===== src/sio_cmd_pkg.sv =====
package sio_cmd_pkg;

  // Command byte layout: CRC reset code, basic command, register index.
  typedef struct packed {
    logic [1:0] crc;
    logic [2:0] cmd;
    logic [2:0] idx;
  } cmd_byte_t;

  // One host access on the parallel bus, one cycle wide.
  typedef struct packed {
    logic wr;
    logic rd;
    logic cd;
    logic ch;
    logic [7:0] data;
  } host_req_t;

  // Basic command codes.
  typedef enum logic [2:0] {
    CMD_NULL = 3'h0,
    CMD_ABORT = 3'h1,
    CMD_EXT_REARM = 3'h2,
    CMD_CHAN_RESET = 3'h3,
    CMD_RX_REARM = 3'h4,
    CMD_TX_MUTE = 3'h5,
    CMD_ERR_RESET = 3'h6,
    CMD_RETURN = 3'h7
  } cmd_code_t;

  // CRC reset codes.
  localparam logic [1:0] CRC_NONE = 2'h0;
  localparam logic [1:0] CRC_RX = 2'h1;
  localparam logic [1:0] CRC_TX = 2'h2;
  localparam logic [1:0] CRC_EOM = 2'h3;

  localparam int NUM_WREGS = 8;
  localparam logic [2:0] IDX_CMD = 3'h0;
  localparam logic [2:0] IDX_ONE = 3'h1;
  localparam logic [2:0] IDX_MODE = 3'h4;
  localparam logic [7:0] WREG_RESET = 8'h00;
  localparam logic ADDR_DATA = 1'b0;
  localparam logic CHAN_A = 1'b0;
  // Interrupt control register fields.
  localparam int EXT_IE_BIT = 0;
  localparam int TX_IE_BIT = 1;
  localparam int RXMODE_LSB = 3;
  localparam logic [1:0] RXMODE_FIRST = 2'h1;
  // Mode register framing field and its bit-oriented code.
  localparam int FRAMING_LSB = 4;
  localparam logic [1:0] FRAMING_HDLC = 2'h2;
  // Error latch positions in the second readback byte.
  localparam int ERR_PAR_BIT = 4;
  localparam int ERR_OVR_BIT = 5;
  // Host settle time after a channel reset.
  localparam int RESET_SETTLE_CYCLES = 4;

endpackage


===== src/serial_channel_command_pointer.sv =====
// How it works
// - Control/data low picks data port, high command port; channel low is A.
// - Each channel keeps eight write registers numbered zero to seven.
// - Non-zero registers take an index byte then a data byte.
// - After indexing, host may read or write the indexed register.
// - External or channel reset returns the register index to zero.
// - Any access to a non-zero register returns index to zero.
// - Command byte splits into CRC code, command code and index.
// - Command and CRC fields act in every index byte.
// - Command zero only updates the index.
// - Command one sends an abort run, only in HDLC framing.
// - Status latches on an event; command two releases it.
// - Command three resets one channel; on A also interrupt priority.
// - Command four re-arms interrupt on first received character.
// - Transmit empty interrupts; command five mutes until load or CRC done.
// - Parity and overrun latches hold until command six.
// - Command seven on channel A acts as interrupt return.
// - CRC codes: none, reset rx checker, reset tx generator, clear EOM.
// - CRC presets to ones in HDLC framing, zeros otherwise.
// - Status interrupt enable gates modem, break and EOM events.
`timescale 1ns/1ps
`default_nettype none
module serial_channel_command_pointer
  import sio_cmd_pkg::*;
(
  input wire logic clock, // System clock.
  input wire logic rst, // Asynchronous reset, active high.
  input wire host_req_t req, // Host bus access.
  output logic [7:0] rdata, // Read data, registered.
  output logic [1:0][NUM_WREGS-1:0][7:0] wreg, // Write registers per channel.
  output logic [1:0][7:0] tx_data, // Last data byte per channel.
  output logic [1:0] tx_load, // Data byte written pulse.
  output logic [1:0] rx_taken, // Data byte read pulse.
  input wire logic [1:0][7:0] rx_data, // Received byte per channel.
  input wire logic [1:0][7:0] live_status, // Live status bits.
  input wire logic [1:0] status_event, // Status change pulse.
  input wire logic [1:0] parity_err, // Parity error pulse.
  input wire logic [1:0] overrun_err, // Overrun error pulse.
  input wire logic [1:0] tx_empty, // Transmit buffer became empty.
  input wire logic [1:0] crc_done, // CRC transmission completed.
  input wire logic [1:0] rx_char, // Character received pulse.
  output logic [1:0] ext_irq, // Status interrupt request.
  output logic [1:0] tx_irq, // Transmit interrupt request.
  output logic [1:0] rx_first_armed, // First-character interrupt armed.
  output logic [1:0] abort_send, // Abort run request pulse.
  output logic [1:0] rx_crc_reset, // Receive checker preset pulse.
  output logic [1:0] tx_crc_reset, // Transmit generator preset pulse.
  output logic [1:0] crc_preset_ones, // Preset value is all ones.
  output logic [1:0] eom_clear, // Underrun/EOM latch clear pulse.
  output logic [1:0] chan_reset, // Channel reset pulse.
  output logic prio_reset, // Interrupt priority reset pulse.
  output logic int_return // Interrupt return pulse.
);

  logic [1:0][2:0] idx_r;
  logic [1:0][NUM_WREGS-1:0][7:0] wreg_r;
  logic [1:0][7:0] stat_r;
  logic [1:0] hold_r;
  logic [1:0][1:0] err_r;
  logic [1:0] txp_r;
  logic [1:0] mute_r;
  logic [1:0] rxarm_r;
  logic [1:0][7:0] txd_r;
  logic [1:0] txl_r, rxt_r, abort_r, rxcrc_r, txcrc_r, eom_r, crst_r;
  logic prio_r, ret_r;
  logic [7:0] rdata_r;
  logic [1:0] cw, dw, dr, iw, ir, hdlc;
  cmd_byte_t cb;

  //--------------------------------------------------------------
  // Access decode
  //--------------------------------------------------------------

  // Splits each access into command byte, indexed access or data port.
  always_comb
  begin
    cb = cmd_byte_t'(req.data);
    for (int c = 0; c < 2; c++)
    begin
      dw[c] = req.wr && req.cd == ADDR_DATA && req.ch == c[0];
      dr[c] = req.rd && req.cd == ADDR_DATA && req.ch == c[0];
      cw[c] = req.wr && req.cd != ADDR_DATA && req.ch == c[0] && idx_r[c] == IDX_CMD;
      iw[c] = req.wr && req.cd != ADDR_DATA && req.ch == c[0] && idx_r[c] != IDX_CMD;
      ir[c] = req.rd && req.cd != ADDR_DATA && req.ch == c[0];
      hdlc[c] = wreg_r[c][IDX_MODE][FRAMING_LSB +: 2] == FRAMING_HDLC;
    end
  end

  //--------------------------------------------------------------
  // Register index and write registers
  //--------------------------------------------------------------

  // Index per channel: loaded by a command byte, cleared after use.
  always_ff @(posedge clock or posedge rst)
  begin
    if (rst)
      idx_r <= '0;
    else
      for (int c = 0; c < 2; c++)
      begin
        if (cw[c] && cb.cmd == CMD_CHAN_RESET)
          idx_r[c] <= IDX_CMD;
        else if (cw[c])
          idx_r[c] <= cb.idx;
        else if (iw[c] || (ir[c] && idx_r[c] != IDX_CMD))
          idx_r[c] <= IDX_CMD;
      end
  end

  // Second byte lands in the indexed register; reset clears the set.
  always_ff @(posedge clock or posedge rst)
  begin
    if (rst)
      wreg_r <= '0;
    else
      for (int c = 0; c < 2; c++)
      begin
        if (cw[c] && cb.cmd == CMD_CHAN_RESET)
          wreg_r[c] <= '0;
        else if (cw[c])
          wreg_r[c][IDX_CMD] <= req.data;
        else if (iw[c])
          wreg_r[c][idx_r[c]] <= req.data;
      end
  end

  //--------------------------------------------------------------
  // Latched status and error flags
  //--------------------------------------------------------------

  // Status freezes on an event until re-armed; a new event beats re-arm.
  always_ff @(posedge clock or posedge rst)
  begin
    if (rst)
    begin
      hold_r <= '0;
      stat_r <= '0;
    end
    else
      for (int c = 0; c < 2; c++)
      begin
        if (cw[c] && cb.cmd == CMD_CHAN_RESET)
          hold_r[c] <= 1'b0;
        else if (status_event[c] && (!hold_r[c] || (cw[c] && cb.cmd == CMD_EXT_REARM)))
        begin
          hold_r[c] <= 1'b1;
          stat_r[c] <= live_status[c];
        end
        else if (cw[c] && cb.cmd == CMD_EXT_REARM)
          hold_r[c] <= 1'b0;
      end
  end

  // Parity and overrun stay set until an error reset; set wins.
  always_ff @(posedge clock or posedge rst)
  begin
    if (rst)
      err_r <= '0;
    else
      for (int c = 0; c < 2; c++)
      begin
        if (cw[c] && cb.cmd == CMD_CHAN_RESET)
          err_r[c] <= '0;
        else
          err_r[c] <= (err_r[c] & {2{!(cw[c] && cb.cmd == CMD_ERR_RESET)}})
            | {overrun_err[c], parity_err[c]};
      end
  end

  //--------------------------------------------------------------
  // Transmit and receive interrupt state
  //--------------------------------------------------------------

  // Empty buffer raises pending unless muted; a load or CRC end unmutes.
  always_ff @(posedge clock or posedge rst)
  begin
    if (rst)
    begin
      txp_r <= '0;
      mute_r <= '0;
    end
    else
      for (int c = 0; c < 2; c++)
      begin
        if (cw[c] && cb.cmd == CMD_CHAN_RESET)
        begin
          txp_r[c] <= 1'b0;
          mute_r[c] <= 1'b0;
        end
        else if (cw[c] && cb.cmd == CMD_TX_MUTE)
        begin
          txp_r[c] <= tx_empty[c] && !mute_r[c] && wreg_r[c][IDX_ONE][TX_IE_BIT];
          mute_r[c] <= 1'b1;
        end
        else
        begin
          if (dw[c] || crc_done[c])
            mute_r[c] <= 1'b0;
          if (tx_empty[c] && !mute_r[c] && wreg_r[c][IDX_ONE][TX_IE_BIT])
            txp_r[c] <= 1'b1;
          else if (dw[c])
            txp_r[c] <= 1'b0;
        end
      end
  end

  // First-character interrupt is spent by a character and re-armed.
  always_ff @(posedge clock or posedge rst)
  begin
    if (rst)
      rxarm_r <= '1;
    else
      for (int c = 0; c < 2; c++)
      begin
        if (cw[c] && (cb.cmd == CMD_RX_REARM || cb.cmd == CMD_CHAN_RESET))
          rxarm_r[c] <= 1'b1;
        else if (rx_char[c] && wreg_r[c][IDX_ONE][RXMODE_LSB +: 2] == RXMODE_FIRST)
          rxarm_r[c] <= 1'b0;
      end
  end

  //--------------------------------------------------------------
  // Command pulses
  //--------------------------------------------------------------

  // One-cycle strobes to the serial engines and interrupt chain.
  always_ff @(posedge clock or posedge rst)
  begin
    if (rst)
    begin
      abort_r <= '0;
      rxcrc_r <= '0;
      txcrc_r <= '0;
      eom_r <= '0;
      crst_r <= '0;
      prio_r <= 1'b0;
      ret_r <= 1'b0;
    end
    else
    begin
      for (int c = 0; c < 2; c++)
      begin
        abort_r[c] <= cw[c] && cb.cmd == CMD_ABORT && hdlc[c];
        crst_r[c] <= cw[c] && cb.cmd == CMD_CHAN_RESET;
        rxcrc_r[c] <= cw[c] && cb.crc == CRC_RX;
        txcrc_r[c] <= cw[c] && cb.crc == CRC_TX;
        eom_r[c] <= cw[c] && cb.crc == CRC_EOM;
      end
      prio_r <= cw[CHAN_A] && cb.cmd == CMD_CHAN_RESET;
      ret_r <= cw[CHAN_A] && cb.cmd == CMD_RETURN;
    end
  end

  //--------------------------------------------------------------
  // Data port and read path
  //--------------------------------------------------------------

  // Data writes hold the byte and strobe the transmitter.
  always_ff @(posedge clock or posedge rst)
  begin
    if (rst)
    begin
      txd_r <= '0;
      txl_r <= '0;
      rxt_r <= '0;
    end
    else
      for (int c = 0; c < 2; c++)
      begin
        txl_r[c] <= dw[c];
        rxt_r[c] <= dr[c];
        if (dw[c])
          txd_r[c] <= req.data;
      end
  end

  // Read data from the data port or the indexed readback register.
  always_ff @(posedge clock or posedge rst)
  begin
    if (rst)
      rdata_r <= '0;
    else if (req.rd)
    begin
      if (req.cd == ADDR_DATA)
        rdata_r <= rx_data[req.ch];
      else if (idx_r[req.ch] == IDX_CMD)
        rdata_r <= hold_r[req.ch] ? stat_r[req.ch] : live_status[req.ch];
      else if (idx_r[req.ch] == IDX_ONE)
        rdata_r <= {2'h0, err_r[req.ch], 4'h0};
      else
        rdata_r <= 8'h00;
    end
  end

  assign rdata = rdata_r;
  assign wreg = wreg_r;
  assign tx_data = txd_r;
  assign tx_load = txl_r;
  assign rx_taken = rxt_r;
  assign ext_irq = hold_r & {wreg_r[1][IDX_ONE][EXT_IE_BIT], wreg_r[0][IDX_ONE][EXT_IE_BIT]};
  assign tx_irq = txp_r;
  assign rx_first_armed = rxarm_r;
  assign abort_send = abort_r;
  assign rx_crc_reset = rxcrc_r;
  assign tx_crc_reset = txcrc_r;
  assign crc_preset_ones = hdlc;
  assign eom_clear = eom_r;
  assign chan_reset = crst_r;
  assign prio_reset = prio_r;
  assign int_return = ret_r;
endmodule
`default_nettype wire


===== config.mk =====
export PLATFORM = sky130hd
export DESIGN_NAME = serial_channel_command_pointer
export DESIGN_NICKNAME = d
export VERILOG_FILES = /design/src/sio_cmd_pkg.sv /design/src/serial_channel_command_pointer.sv
export SDC_FILE = /design/constraint.sdc
export NUM_CORES = 1
export LEC_CHECK = 0
export BUFFER_PORTS_ARGS = -buffer_cell sky130_fd_sc_hd__buf_4
export CAP_MARGIN = 30
export CELL_PAD_IN_SITES_DETAIL_PLACEMENT = 1
export CELL_PAD_IN_SITES_GLOBAL_PLACEMENT = 1
export CORE_MARGIN = 5
export CORE_UTILIZATION = 36
export DETAILED_ROUTE_END_ITERATION = 10
export PLACE_DENSITY = 0.72
export SYNTH_ARGS = -nofsm -noshare
export SYNTH_HDL_FRONTEND = slang
export SYNTH_SLANG_ARGS = --single-unit

===== constraint.sdc =====
create_clock -name clock -period 6.6 [get_ports clock]
set_input_delay 1.32 -clock clock [delete_from_list [all_inputs] [get_ports clock]]
set_output_delay 1.32 -clock clock [all_outputs]
set_load 0.1 [all_outputs]

==> results of run 1 <==
## cells in the mapped netlist
master / instances / area share, %
or3b_2: 2 / 0.21
a22o_1: 55 / 5.6
and2_1: 5 / 0.37
a211oi_1: 4 / 0.35
buf_1: 7 / 0.31
a211oi_4: 1 / 0.23
a21oi_1: 14 / 0.82
inv_1: 13 / 0.57
o211ai_1: 2 / 0.18
or3_1: 4 / 0.29
nand4_1: 1 / 0.073
o21ai_0: 82 / 4.8
buf_2: 5 / 0.29
nor2b_1: 3 / 0.22
a31oi_1: 2 / 0.15
nor2_1: 40 / 1.8
nor4b_2: 1 / 0.18
dfrtp_1: 199 / 58
nor4b_1: 2 / 0.21
nand3b_1: 12 / 1.1
clkbuf_2: 1 / 0.059
a21o_1: 2 / 0.18
mux2i_1: 26 / 3.0
buf_4: 1 / 0.088
nand2_1: 116 / 5.1
nor3_1: 12 / 0.70
o31ai_1: 1 / 0.088
or4b_2: 1 / 0.12
o22ai_1: 3 / 0.22
o21ai_1: 4 / 0.23
nand2b_1: 12 / 0.88
nand3_1: 6 / 0.35
nor3b_1: 2 / 0.18
a22oi_1: 47 / 4.1
a32o_1: 2 / 0.23
clkbuf_1: 45 / 2.0
o221ai_1: 6 / 0.62
dfstp_2: 2 / 0.62
and3_1: 2 / 0.15
mux2_2: 34 / 4.5
or3_4: 1 / 0.13
and3b_1: 2 / 0.21
nand4b_1: 2 / 0.21
## registers in the layout, summed over array words and instances (netlist names)
name,flops
rx_first_armed,2
hold_r,2
chan_reset,2
rx_crc_reset,2
rx_taken,2
tx_crc_reset,2
int_return,1
tx_irq,2
err_r,4
tx_load,2
eom_clear,2
mute_r,2
tx_data,16
abort_send,2
stat_r,16
idx_r,6
rdata,8
wreg,128
## through the flow
step                      hold WS [ps]  worst slack (ps)  total power [mW]
after global placement             461              3060              4.90
after CTS                          487              3460              6.37
final                              478              3430              6.31
after global routing               522              3290              6.56
after detailed placement           473              2950              4.94
after floorplan                    475              2680              4.20
## final cells by class
| type | count | area, um^2 |
|---|---|---|
| clock buffer | 34 | 729 |
| clock inverter | 9 | 124 |
| fill | 2597 | 12000 |
| inverter | 13 | 52.6 |
| multi-input combinational | 511 | 3240 |
| sequential | 201 | 5030 |
| tap | 319 | 399 |
| timing repair buffer | 241 | 1850 |
## layer usage
metal  GRT usage (%)  part of all wire, %  vias up
li1                -                    -     3210
met1            29.9                   44     3651
met2            34.5                   47      228
met3            6.25                  8.1       30
met4            4.65                  1.7        2
met5               0                0.067        -
## cell families after synthesis
group | after synthesis | synth area share (%)
AND/OR/NAND/NOR | 226 | 12.4
AO/OA/AOI/OAI | 225 | 17.9
flip-flops | 201 | 58.9
buffers and inverters | 72 | 3.30
multiplexers | 60 | 7.53
## final timing paths
| path | end | slack (ps) | cells after the start |
|---|---|---|---|
| worst max-delay path | stat_r[6] | 3430 | 5 |
| worst min-delay path | tx_data[8] | 480 | 2 |
| worst max register to register | stat_r[6] | 4090 | 4 |
| worst min register to register | tx_data[8] | 480 | 2 |
| max in group asynchronous | tx_data[15] | 4970 | 3 |
| min in group asynchronous | rx_taken[1] | 730 | 2 |
## worst max-delay path, cell delays in order
cell and delay [ps]:
buf_4 340, nand3b_1 550, nor3_1 810, a211oi_4 180, mux2_2 330
## power groups by stage
stage	clock (mW)	sequential, mW	combinational (mW)
4_1_cts	1.43	1.79	3.15
3_5_place_dp	0	1.80	3.14
2_1_floorplan	0	3.63	0.565
6_report	1.41	1.79	3.12
3_3_place_gp	0	1.80	3.11
5_1_grt	1.49	1.83	3.24
==> flow_summary.rst, run 1 <==
.. list-table::
   :header-rows: 1

   * - Metric
     - Value
   * - Starting density of the core
     - 36.5%
   * - Worst relative slew slack
     - 42.1%
   * - First-pass iteration count of the detailed router
     - 5
   * - Number of max-capacitance violations reported
     - 0
   * - Final cell count without fillers
     - ~1300
   * - Number of input and output port buffers inserted
     - between 200 and 250
   * - NetSw
     - 3.24 mW
   * - Sw Ratio
     - 51.3%
   * - Height of the chip
     - ~160 um
   * - Placed wire-length estimate
     - approximately 20000 um
   * - Clock slew at reported path FFs
     - roughly 60 ps
   * - Share of final-layout standard cells stronger than drive strength 1
     - 32.5%
   * - GRT Total Usage
     - 21.7%
   * - Result of the run
     - complete, no violations
   * - Flip-flop and latch count after synthesis
     - 201
   * - Post-synthesis cell type count
     - 43
   * - Comb power frac
     - ~50%
   * - Maximum achievable frequency
     - between 300 and 400 MHz
   * - Site Rows
     - 56
   * - Final period util
     - between 40% and 50%
   * - Data required time at the worst endpoint
     - roughly 7000 ps
   * - DIE WIDTH
     - between 150 and 200 um
   * - Maximum clock skew at final layout
     - between 10 and 15 ps
   * - Global-route wire length before repair
     - between 40000 and 50000 um
   * - Total Wirelength
     - 29800 um
   * - Crit path kind
     - in2reg
   * - Commonest non-fill, non-tap cells in the layout
     - buf_4, dfrtp_1, nand2_1, o21ai_0, a22o_1
   * - Hold/Removal Path Class
     - reg2reg
   * - Dpl cells
     - roughly 1300
   * - Cell-internal power
     - ~3 mW
   * - H-tree level count
     - 1
   * - Kind of start point of the critical path
     - primary input
   * - Area added between synthesis and finish
     - 33.8%
   * - Number of violations reported at the end of detailed-routing iteration 0
     - 298
   * - Kind of end point of the critical path
     - flip-flop
   * - Avg Vias per Cell
     - between 5 and 6
   * - Setup-violating endpoint count in the final report
     - 0
   * - Post-synth net total
     - roughly 840
   * - VDD IR-drop max
     - around 0.34 mV
   * - Setup TNS after final layout
     - 0 ps
   * - Worst path arrival time
     - approximately 3600 ps
   * - Buffers from clock root to sink, at most
     - 3
   * - DP Area
     - 10500 um^2
   * - Hold buffers post-CTS
     - 0
   * - Post-Synthesis Cells
     - ~800
   * - RSZ-0062 raised after global routing
     - no
   * - Proportion of power drawn by flip-flops and latches
     - 28.3%
   * - Post-CTS setup repair buffer count
     - 0
   * - Least-Margin Pin Slew
     - ~870 ps
   * - Synthesized area per cell
     - approximately 11 um^2
   * - Total DRC errors in the routed layout
     - 0
   * - Critical R2R Launch
     - idx_r[1]
   * - Ports
     - about 230
   * - Number of nets still failing antenna checks after routing
     - 0
   * - Worst hold path startpoint
     - tx_data[8]
   * - Slew Limit Fails
     - 0
   * - Pin count of the biggest net entering global routing
     - about 120
   * - Overflow left after global routing
     - 0
   * - Area enclosed by the die boundary
     - around 27000 um^2
   * - Final weighted congestion in routability-driven placement
     - between 0.8 and 0.9
   * - # clock sinks
     - approximately 200
   * - Placeable core area
     - between 20000 and 25000 um^2
   * - Final nets
     - roughly 1100
   * - Number of warnings reported in the yosys synthesis log
     - 0
   * - Average wire per standard cell
     - approximately 22 um
   * - Clk network pwr share
     - ~22%
   * - Final min period
     - 3170 ps
   * - Total power density per cell area
     - 553 nW/um^2
   * - Total clock buffers created by CTS
     - 24
   * - Static power due to leakage
     - 5.60 nW
   * - Worst setup path startpoint
     - req[4]
   * - Number of gates given a new drive strength after cts
     - 0
   * - Number of endpoints with negative hold slack in the final report
     - 0
   * - Clk_lat worst skew
     - between 500 and 600 ps
   * - Final design utilization
     - between 40% and 50%
   * - Initial antenna violation count
     - 1
   * - Number of global-route vias before repair
     - 7501
   * - Most common cell after layout, fill and taps aside
     - buf_4
   * - Total standard cell area after synthesis
     - roughly 8500 um^2
   * - Via count
     - a little over 7000
   * - Sequential-to-total area share from yosys stat
     - 58.9%
   * - Post-route cell area
     - about 11000 um^2
   * - Antenna diode count
     - 0
   * - Largest fanout on the critical path
     - 27
   * - Root buffer selected by CTS
     - clkbuf_16
   * - TritonCTS clock tree
     - yes
(Power assumes the default switching activity.)
==> inputs of run 2 (changes only) <==
--- a/config.mk
+++ b/config.mk
@@ -5,14 +5,15 @@
 export SDC_FILE = /design/constraint.sdc
 export NUM_CORES = 1
 export LEC_CHECK = 0
+export ABC_AREA = 1
 export BUFFER_PORTS_ARGS = -buffer_cell sky130_fd_sc_hd__buf_4
 export CAP_MARGIN = 30
 export CELL_PAD_IN_SITES_DETAIL_PLACEMENT = 1
 export CELL_PAD_IN_SITES_GLOBAL_PLACEMENT = 1
 export CORE_MARGIN = 5
-export CORE_UTILIZATION = 36
+export CORE_UTILIZATION = 39
 export DETAILED_ROUTE_END_ITERATION = 10
-export PLACE_DENSITY = 0.72
+export PLACE_DENSITY = 0.77
 export SYNTH_ARGS = -nofsm -noshare
 export SYNTH_HDL_FRONTEND = slang
 export SYNTH_SLANG_ARGS = --single-unit
==> constraint.sdc (replaced) <==
create_clock -name clock -period 3.2 [get_ports clock]
set_input_delay 0.64 -clock clock [delete_from_list [all_inputs] [get_ports clock]]
set_output_delay 0.64 -clock clock [all_outputs]
set_load 0.1 [all_outputs]
==> run 2 against run 1 <==
  * Synthesized area increased by 0.73%
  * Critical path type unchanged
  * Cell area decreased by 0.21%
  * Via count increased by 9.5%
==> flow_summary.rst, run 2 <==
.. list-table::
   :header-rows: 1

   * - Metric
     - Value
   * - Result of the run
     - complete, no violations (unchanged)
   * - Global-route wire length before repair
     - 47400 um (was 45900 um)
   * - Routed wl met2
     - 14900 um (was 13800 um)
   * - Worst setup path startpoint
     - req[5] (was req[4])
   * - Largest register FFs
     - 128 (unchanged)
   * - Commonest non-fill, non-tap cells in the layout
     - nand2_1, buf_4, dfrtp_1, nand3_1, inv_1 (was buf_4, dfrtp_1, nand2_1, o21ai_0, a22o_1)
   * - Share of final-layout standard cells stronger than drive strength 1
     - 26.6% (was 32.5%)
   * - Number of gates given a new drive strength after cts
     - 0 (unchanged)
   * - Fraction of synthesized cell area taken by the top area cell type
     - 57.9% (was 58.3%)
   * - Number of stages on the worst setup path
     - 7 (was 5)
   * - Proportion of register bits with asynchronous set or reset after synthesis
     - 100% (unchanged)
   * - RSZ-0062 raised after global routing
     - no (unchanged)
   * - Overflow left after global routing
     - 0 (unchanged)
   * - Via count
     - 7794 (was 7121)
   * - Reg2reg path depth
     - 6 (was 4)
   * - Count of filler cells inserted in the layout
     - 2626 (was 2597)
   * - Root buffer selected by CTS
     - clkbuf_16 (unchanged)
   * - Final min period
     - approximately 2200 ps
   * - Kind of end point of the critical path
     - flip-flop (unchanged)
   * - Multi-input combinational cell area
     - 3060 um^2 (was 3240 um^2)
   * - Kind of start point of the critical path
     - primary input (unchanged)
   * - Worst setup endpoint
     - wreg[31] (was stat_r[6])
   * - Count of flip-flops with a built-in enable after synthesis
     - 0 (unchanged)
   * - Most frequent cells after synthesis
     - nand2_1, dfrtp_1, nand3_1 (was dfrtp_1, nand2_1, o21ai_0)
   * - Final weighted congestion in routability-driven placement
     - 0.832 (was 0.819)
   * - Total standard cell area after synthesis
     - 8600 um^2 (was 8540 um^2)
   * - Leading cell type by number of instances after synthesis
     - nand2_1 (was dfrtp_1)
   * - Site Rows
     - 54 (was 56)
   * - Number of endpoints with negative hold slack in the final report
     - 0 (unchanged)
   * - Reg2reg end
     - wreg[101] (was stat_r[6])
   * - Final period util
     - 67.8%
   * - Synthesized area per cell
     - 8.70 um^2 (was 10.9 um^2)
   * - Register-to-register setup slack
     - 1080 ps (was 4090 ps)
   * - Buffering stage count on the worst path with inverters included
     - 3 (was 1)
   * - Hold/Removal Path Class
     - in2async (was reg2reg)
   * - Number of global-route vias before repair
     - 8354 (was 7501)
   * - Area of all sequential standard cells
     - 5030 um^2 (unchanged)
   * - Largest fanout on the critical path
     - 16 (was 27)
   * - # clock sinks
     - 201 (unchanged)
   * - DP Area
     - 10600 um^2 (was 10500 um^2)
   * - GRT Total Usage
     - 24.1% (was 21.7%)
   * - Critical path, cell by cell
     - buf_4 > inv_2 > nand3_1 > inv_2 > nand2_1 > o21ai_1 > o21ai_0 (was buf_4 > nand3b_1 > nor3_1 > a211oi_4 > mux2_2)
   * - Number of violations reported at the end of detailed-routing iteration 0
     - 418 (was 298)
   * - Setup-violating endpoint count in the final report
     - 0 (unchanged)
   * - Top cells by area in the synthesized netlist
     - dfrtp_1, nand2_1, nand3_1, o21ai_0, o21ai_1 (was dfrtp_1, a22o_1, nand2_1, o21ai_0, mux2_2)
   * - Maximum clock skew at final layout
     - 11.5 ps (was 10.8 ps)
   * - Maximum achievable frequency
     - 461 MHz
   * - Data required time at the worst endpoint
     - 3550 ps (was 6980 ps)
   * - CP dominant cell by count
     - inv_2
   * - Post-CTS setup repair buffer count
     - 0 (unchanged)
   * - Average wire per standard cell
     - 20.2 um (was 22.4 um)
   * - Critical R2R Launch
     - idx_r[4] (was idx_r[1])
   * - Initial antenna violation count
     - 1 (unchanged)
   * - Avg Vias per Cell
     - 5.14 (was 5.36)
   * - Number of input and output port buffers inserted
     - 233 (unchanged)
   * - Number of warnings reported in the yosys synthesis log
     - 0 (unchanged)
   * - Ports
     - 234 (unchanged)
   * - Pin count of the biggest net entering global routing
     - 71 (was 121)
   * - H-tree level count
     - 1 (unchanged)
   * - Met3 routed wirelength
     - 2160 um (was 2400 um)
   * - Worst path arrival time
     - 2520 ps (was 3550 ps)
   * - Post-Synthesis Cells
     - 989 (was 784)
   * - Total DRC errors in the routed layout
     - 0 (unchanged)
   * - Least-Margin Pin Slew
     - 774 ps (was 866 ps)
   * - Clk_lat worst skew
     - 510 ps (about the same)
   * - DIE WIDTH
     - 159 um (was 164 um)
   * - Total Wirelength
     - 30600 um (was 29800 um)
   * - Sum of routed wire segments on met1
     - 12500 um (was 13000 um)
   * - Height of the chip
     - 159 um (was 164 um)
   * - Delay of the slowest critical-path stage
     - 490 ps (was 810 ps)
   * - Placed wire-length estimate
     - 22000 um (was 20500 um)
   * - Most common cell after layout, fill and taps aside
     - nand2_1 (was buf_4)
   * - Area leader, netlist
     - dfrtp_1 (unchanged)
   * - TritonCTS clock tree
     - yes (unchanged)
   * - Flip-flop and latch count after synthesis
     - 201 (unchanged)
   * - Area enclosed by the die boundary
     - 25100 um^2 (was 26900 um^2)
   * - Clock slew at reported path FFs
     - 60 ps (about the same)
   * - Post-synth net total
     - 1047 (was 842)
   * - Placeable core area
     - 21800 um^2 (was 23400 um^2)
   * - Worst-path cell with the longest stage delay
     - o21ai_1 (was nor3_1)
   * - Number of max-capacitance violations reported
     - 0 (unchanged)
   * - Sequential-to-total area share from yosys stat
     - 58.5% (was 58.9%)
   * - Buffers from clock root to sink, at most
     - 3 (unchanged)
   * - Max Used Layer
     - met4 (was met5)
   * - Synth Flop Type
     - dfrtp_1 (unchanged)
   * - Worst relative slew slack
     - 48.3% (was 42.1%)
   * - Starting density of the core
     - 39.5% (was 36.5%)
   * - Post-route cell area
     - 11400 um^2 (about the same)
   * - First-pass iteration count of the detailed router
     - 4 (was 5)
   * - Number of nets still failing antenna checks after routing
     - 0 (unchanged)
   * - Post-synthesis cell type count
     - 34 (was 43)
   * - Final nets
     - 1277 (was 1050)
   * - Area added between synthesis and finish
     - 32.5% (was 33.8%)
   * - Total clock buffers created by CTS
     - 24 (unchanged)
   * - Crit path kind
     - in2reg (unchanged)
   * - Slew Limit Fails
     - 0 (unchanged)
   * - Cell family contributing the most delay on the critical path
     - compound AO/OA/AOI/OAI gates (was simple AND/OR/NAND/NOR gates)
   * - Hold buffers post-CTS
     - 0 (unchanged)
run 2: changes by cell type in the layout (fill, tap and decap cells not counted), sizes merged, moves of 25 or more:
cell / before / now
nand2: 116 / 338
nand3: 6 / 110
inv: 13 / 81
a22o: 55 / 0
a22oi: 47 / 0
mux2: 34 / 0
o21ai: 86 / 119
mux2i: 26 / 1
run 2: worst register-to-register path: cells and delay by family, from the launching register on:
kind	cells	cell delay, ps
compound gates	2	470
simple gates	4	1050
flops	1	480
run 2: cells by family (layout without fill, tap and decap cells):
logic type             count (synthesis)  count (layout)  share of synthesized area (%)
AO/OA/AOI/OAI                        139             139                           8.55
buffers and inverters                123             368                           5.92
flip-flops                           201             201                           58.5
multiplexers                           1               1                          0.116
other                                  0               1                              0
AND/OR/NAND/NOR                      525             525                           26.9
run 2: per-layer routing:
layer | up-vias | track usage (%)
met4 | 0 | 7.80
met2 | 231 | 41.1
met1 | 3858 | 30.6
met3 | 56 | 5.41
met5 | - | 0
li1 | 3649 | -
run 2: layout make-up:
class	count	area share, %
flip-flops and latches	201	44.1
multi-input cells	665	26.8
repair buffers	243	16.2
clock buffers	34	6.31
well taps	280	3.07
inverters	84	2.80
clock inverters	7	0.571
diodes	1	0.0220
run 2: worst min path at each step:
stage | start | to | slack [ps] | depth (start not counted)
floorplan | stat_r[0] | stat_r[0] | 440 | 2
global placement | stat_r[0] | stat_r[0] | 450 | 2
detailed placement | stat_r[8] | stat_r[8] | 460 | 2
CTS | rst | stat_r[6] | 230 | 2
global route | rst | stat_r[6] | 260 | 2
finish | rst | stat_r[6] | 220 | 2
run 2: stage by stage:
step	setup WS (ps)	hold slack, ps	utilization [%]	instances	TNS (ps)
4_1_cts	1040	230	52.4	1514	0
6_report	1030	216	52.4	1515	0
2_1_floorplan	-40.7	436	-	989	-8100
5_1_grt	864	263	52.4	1515	0
3_5_place_dp	540	459	48.8	1473	0
3_3_place_gp	652	452	48.8	1473	0
Power of run 2 is left out: the tool's default activity adds up to more than one toggle a clock period on the data nets, which glitch-free logic cannot reach.
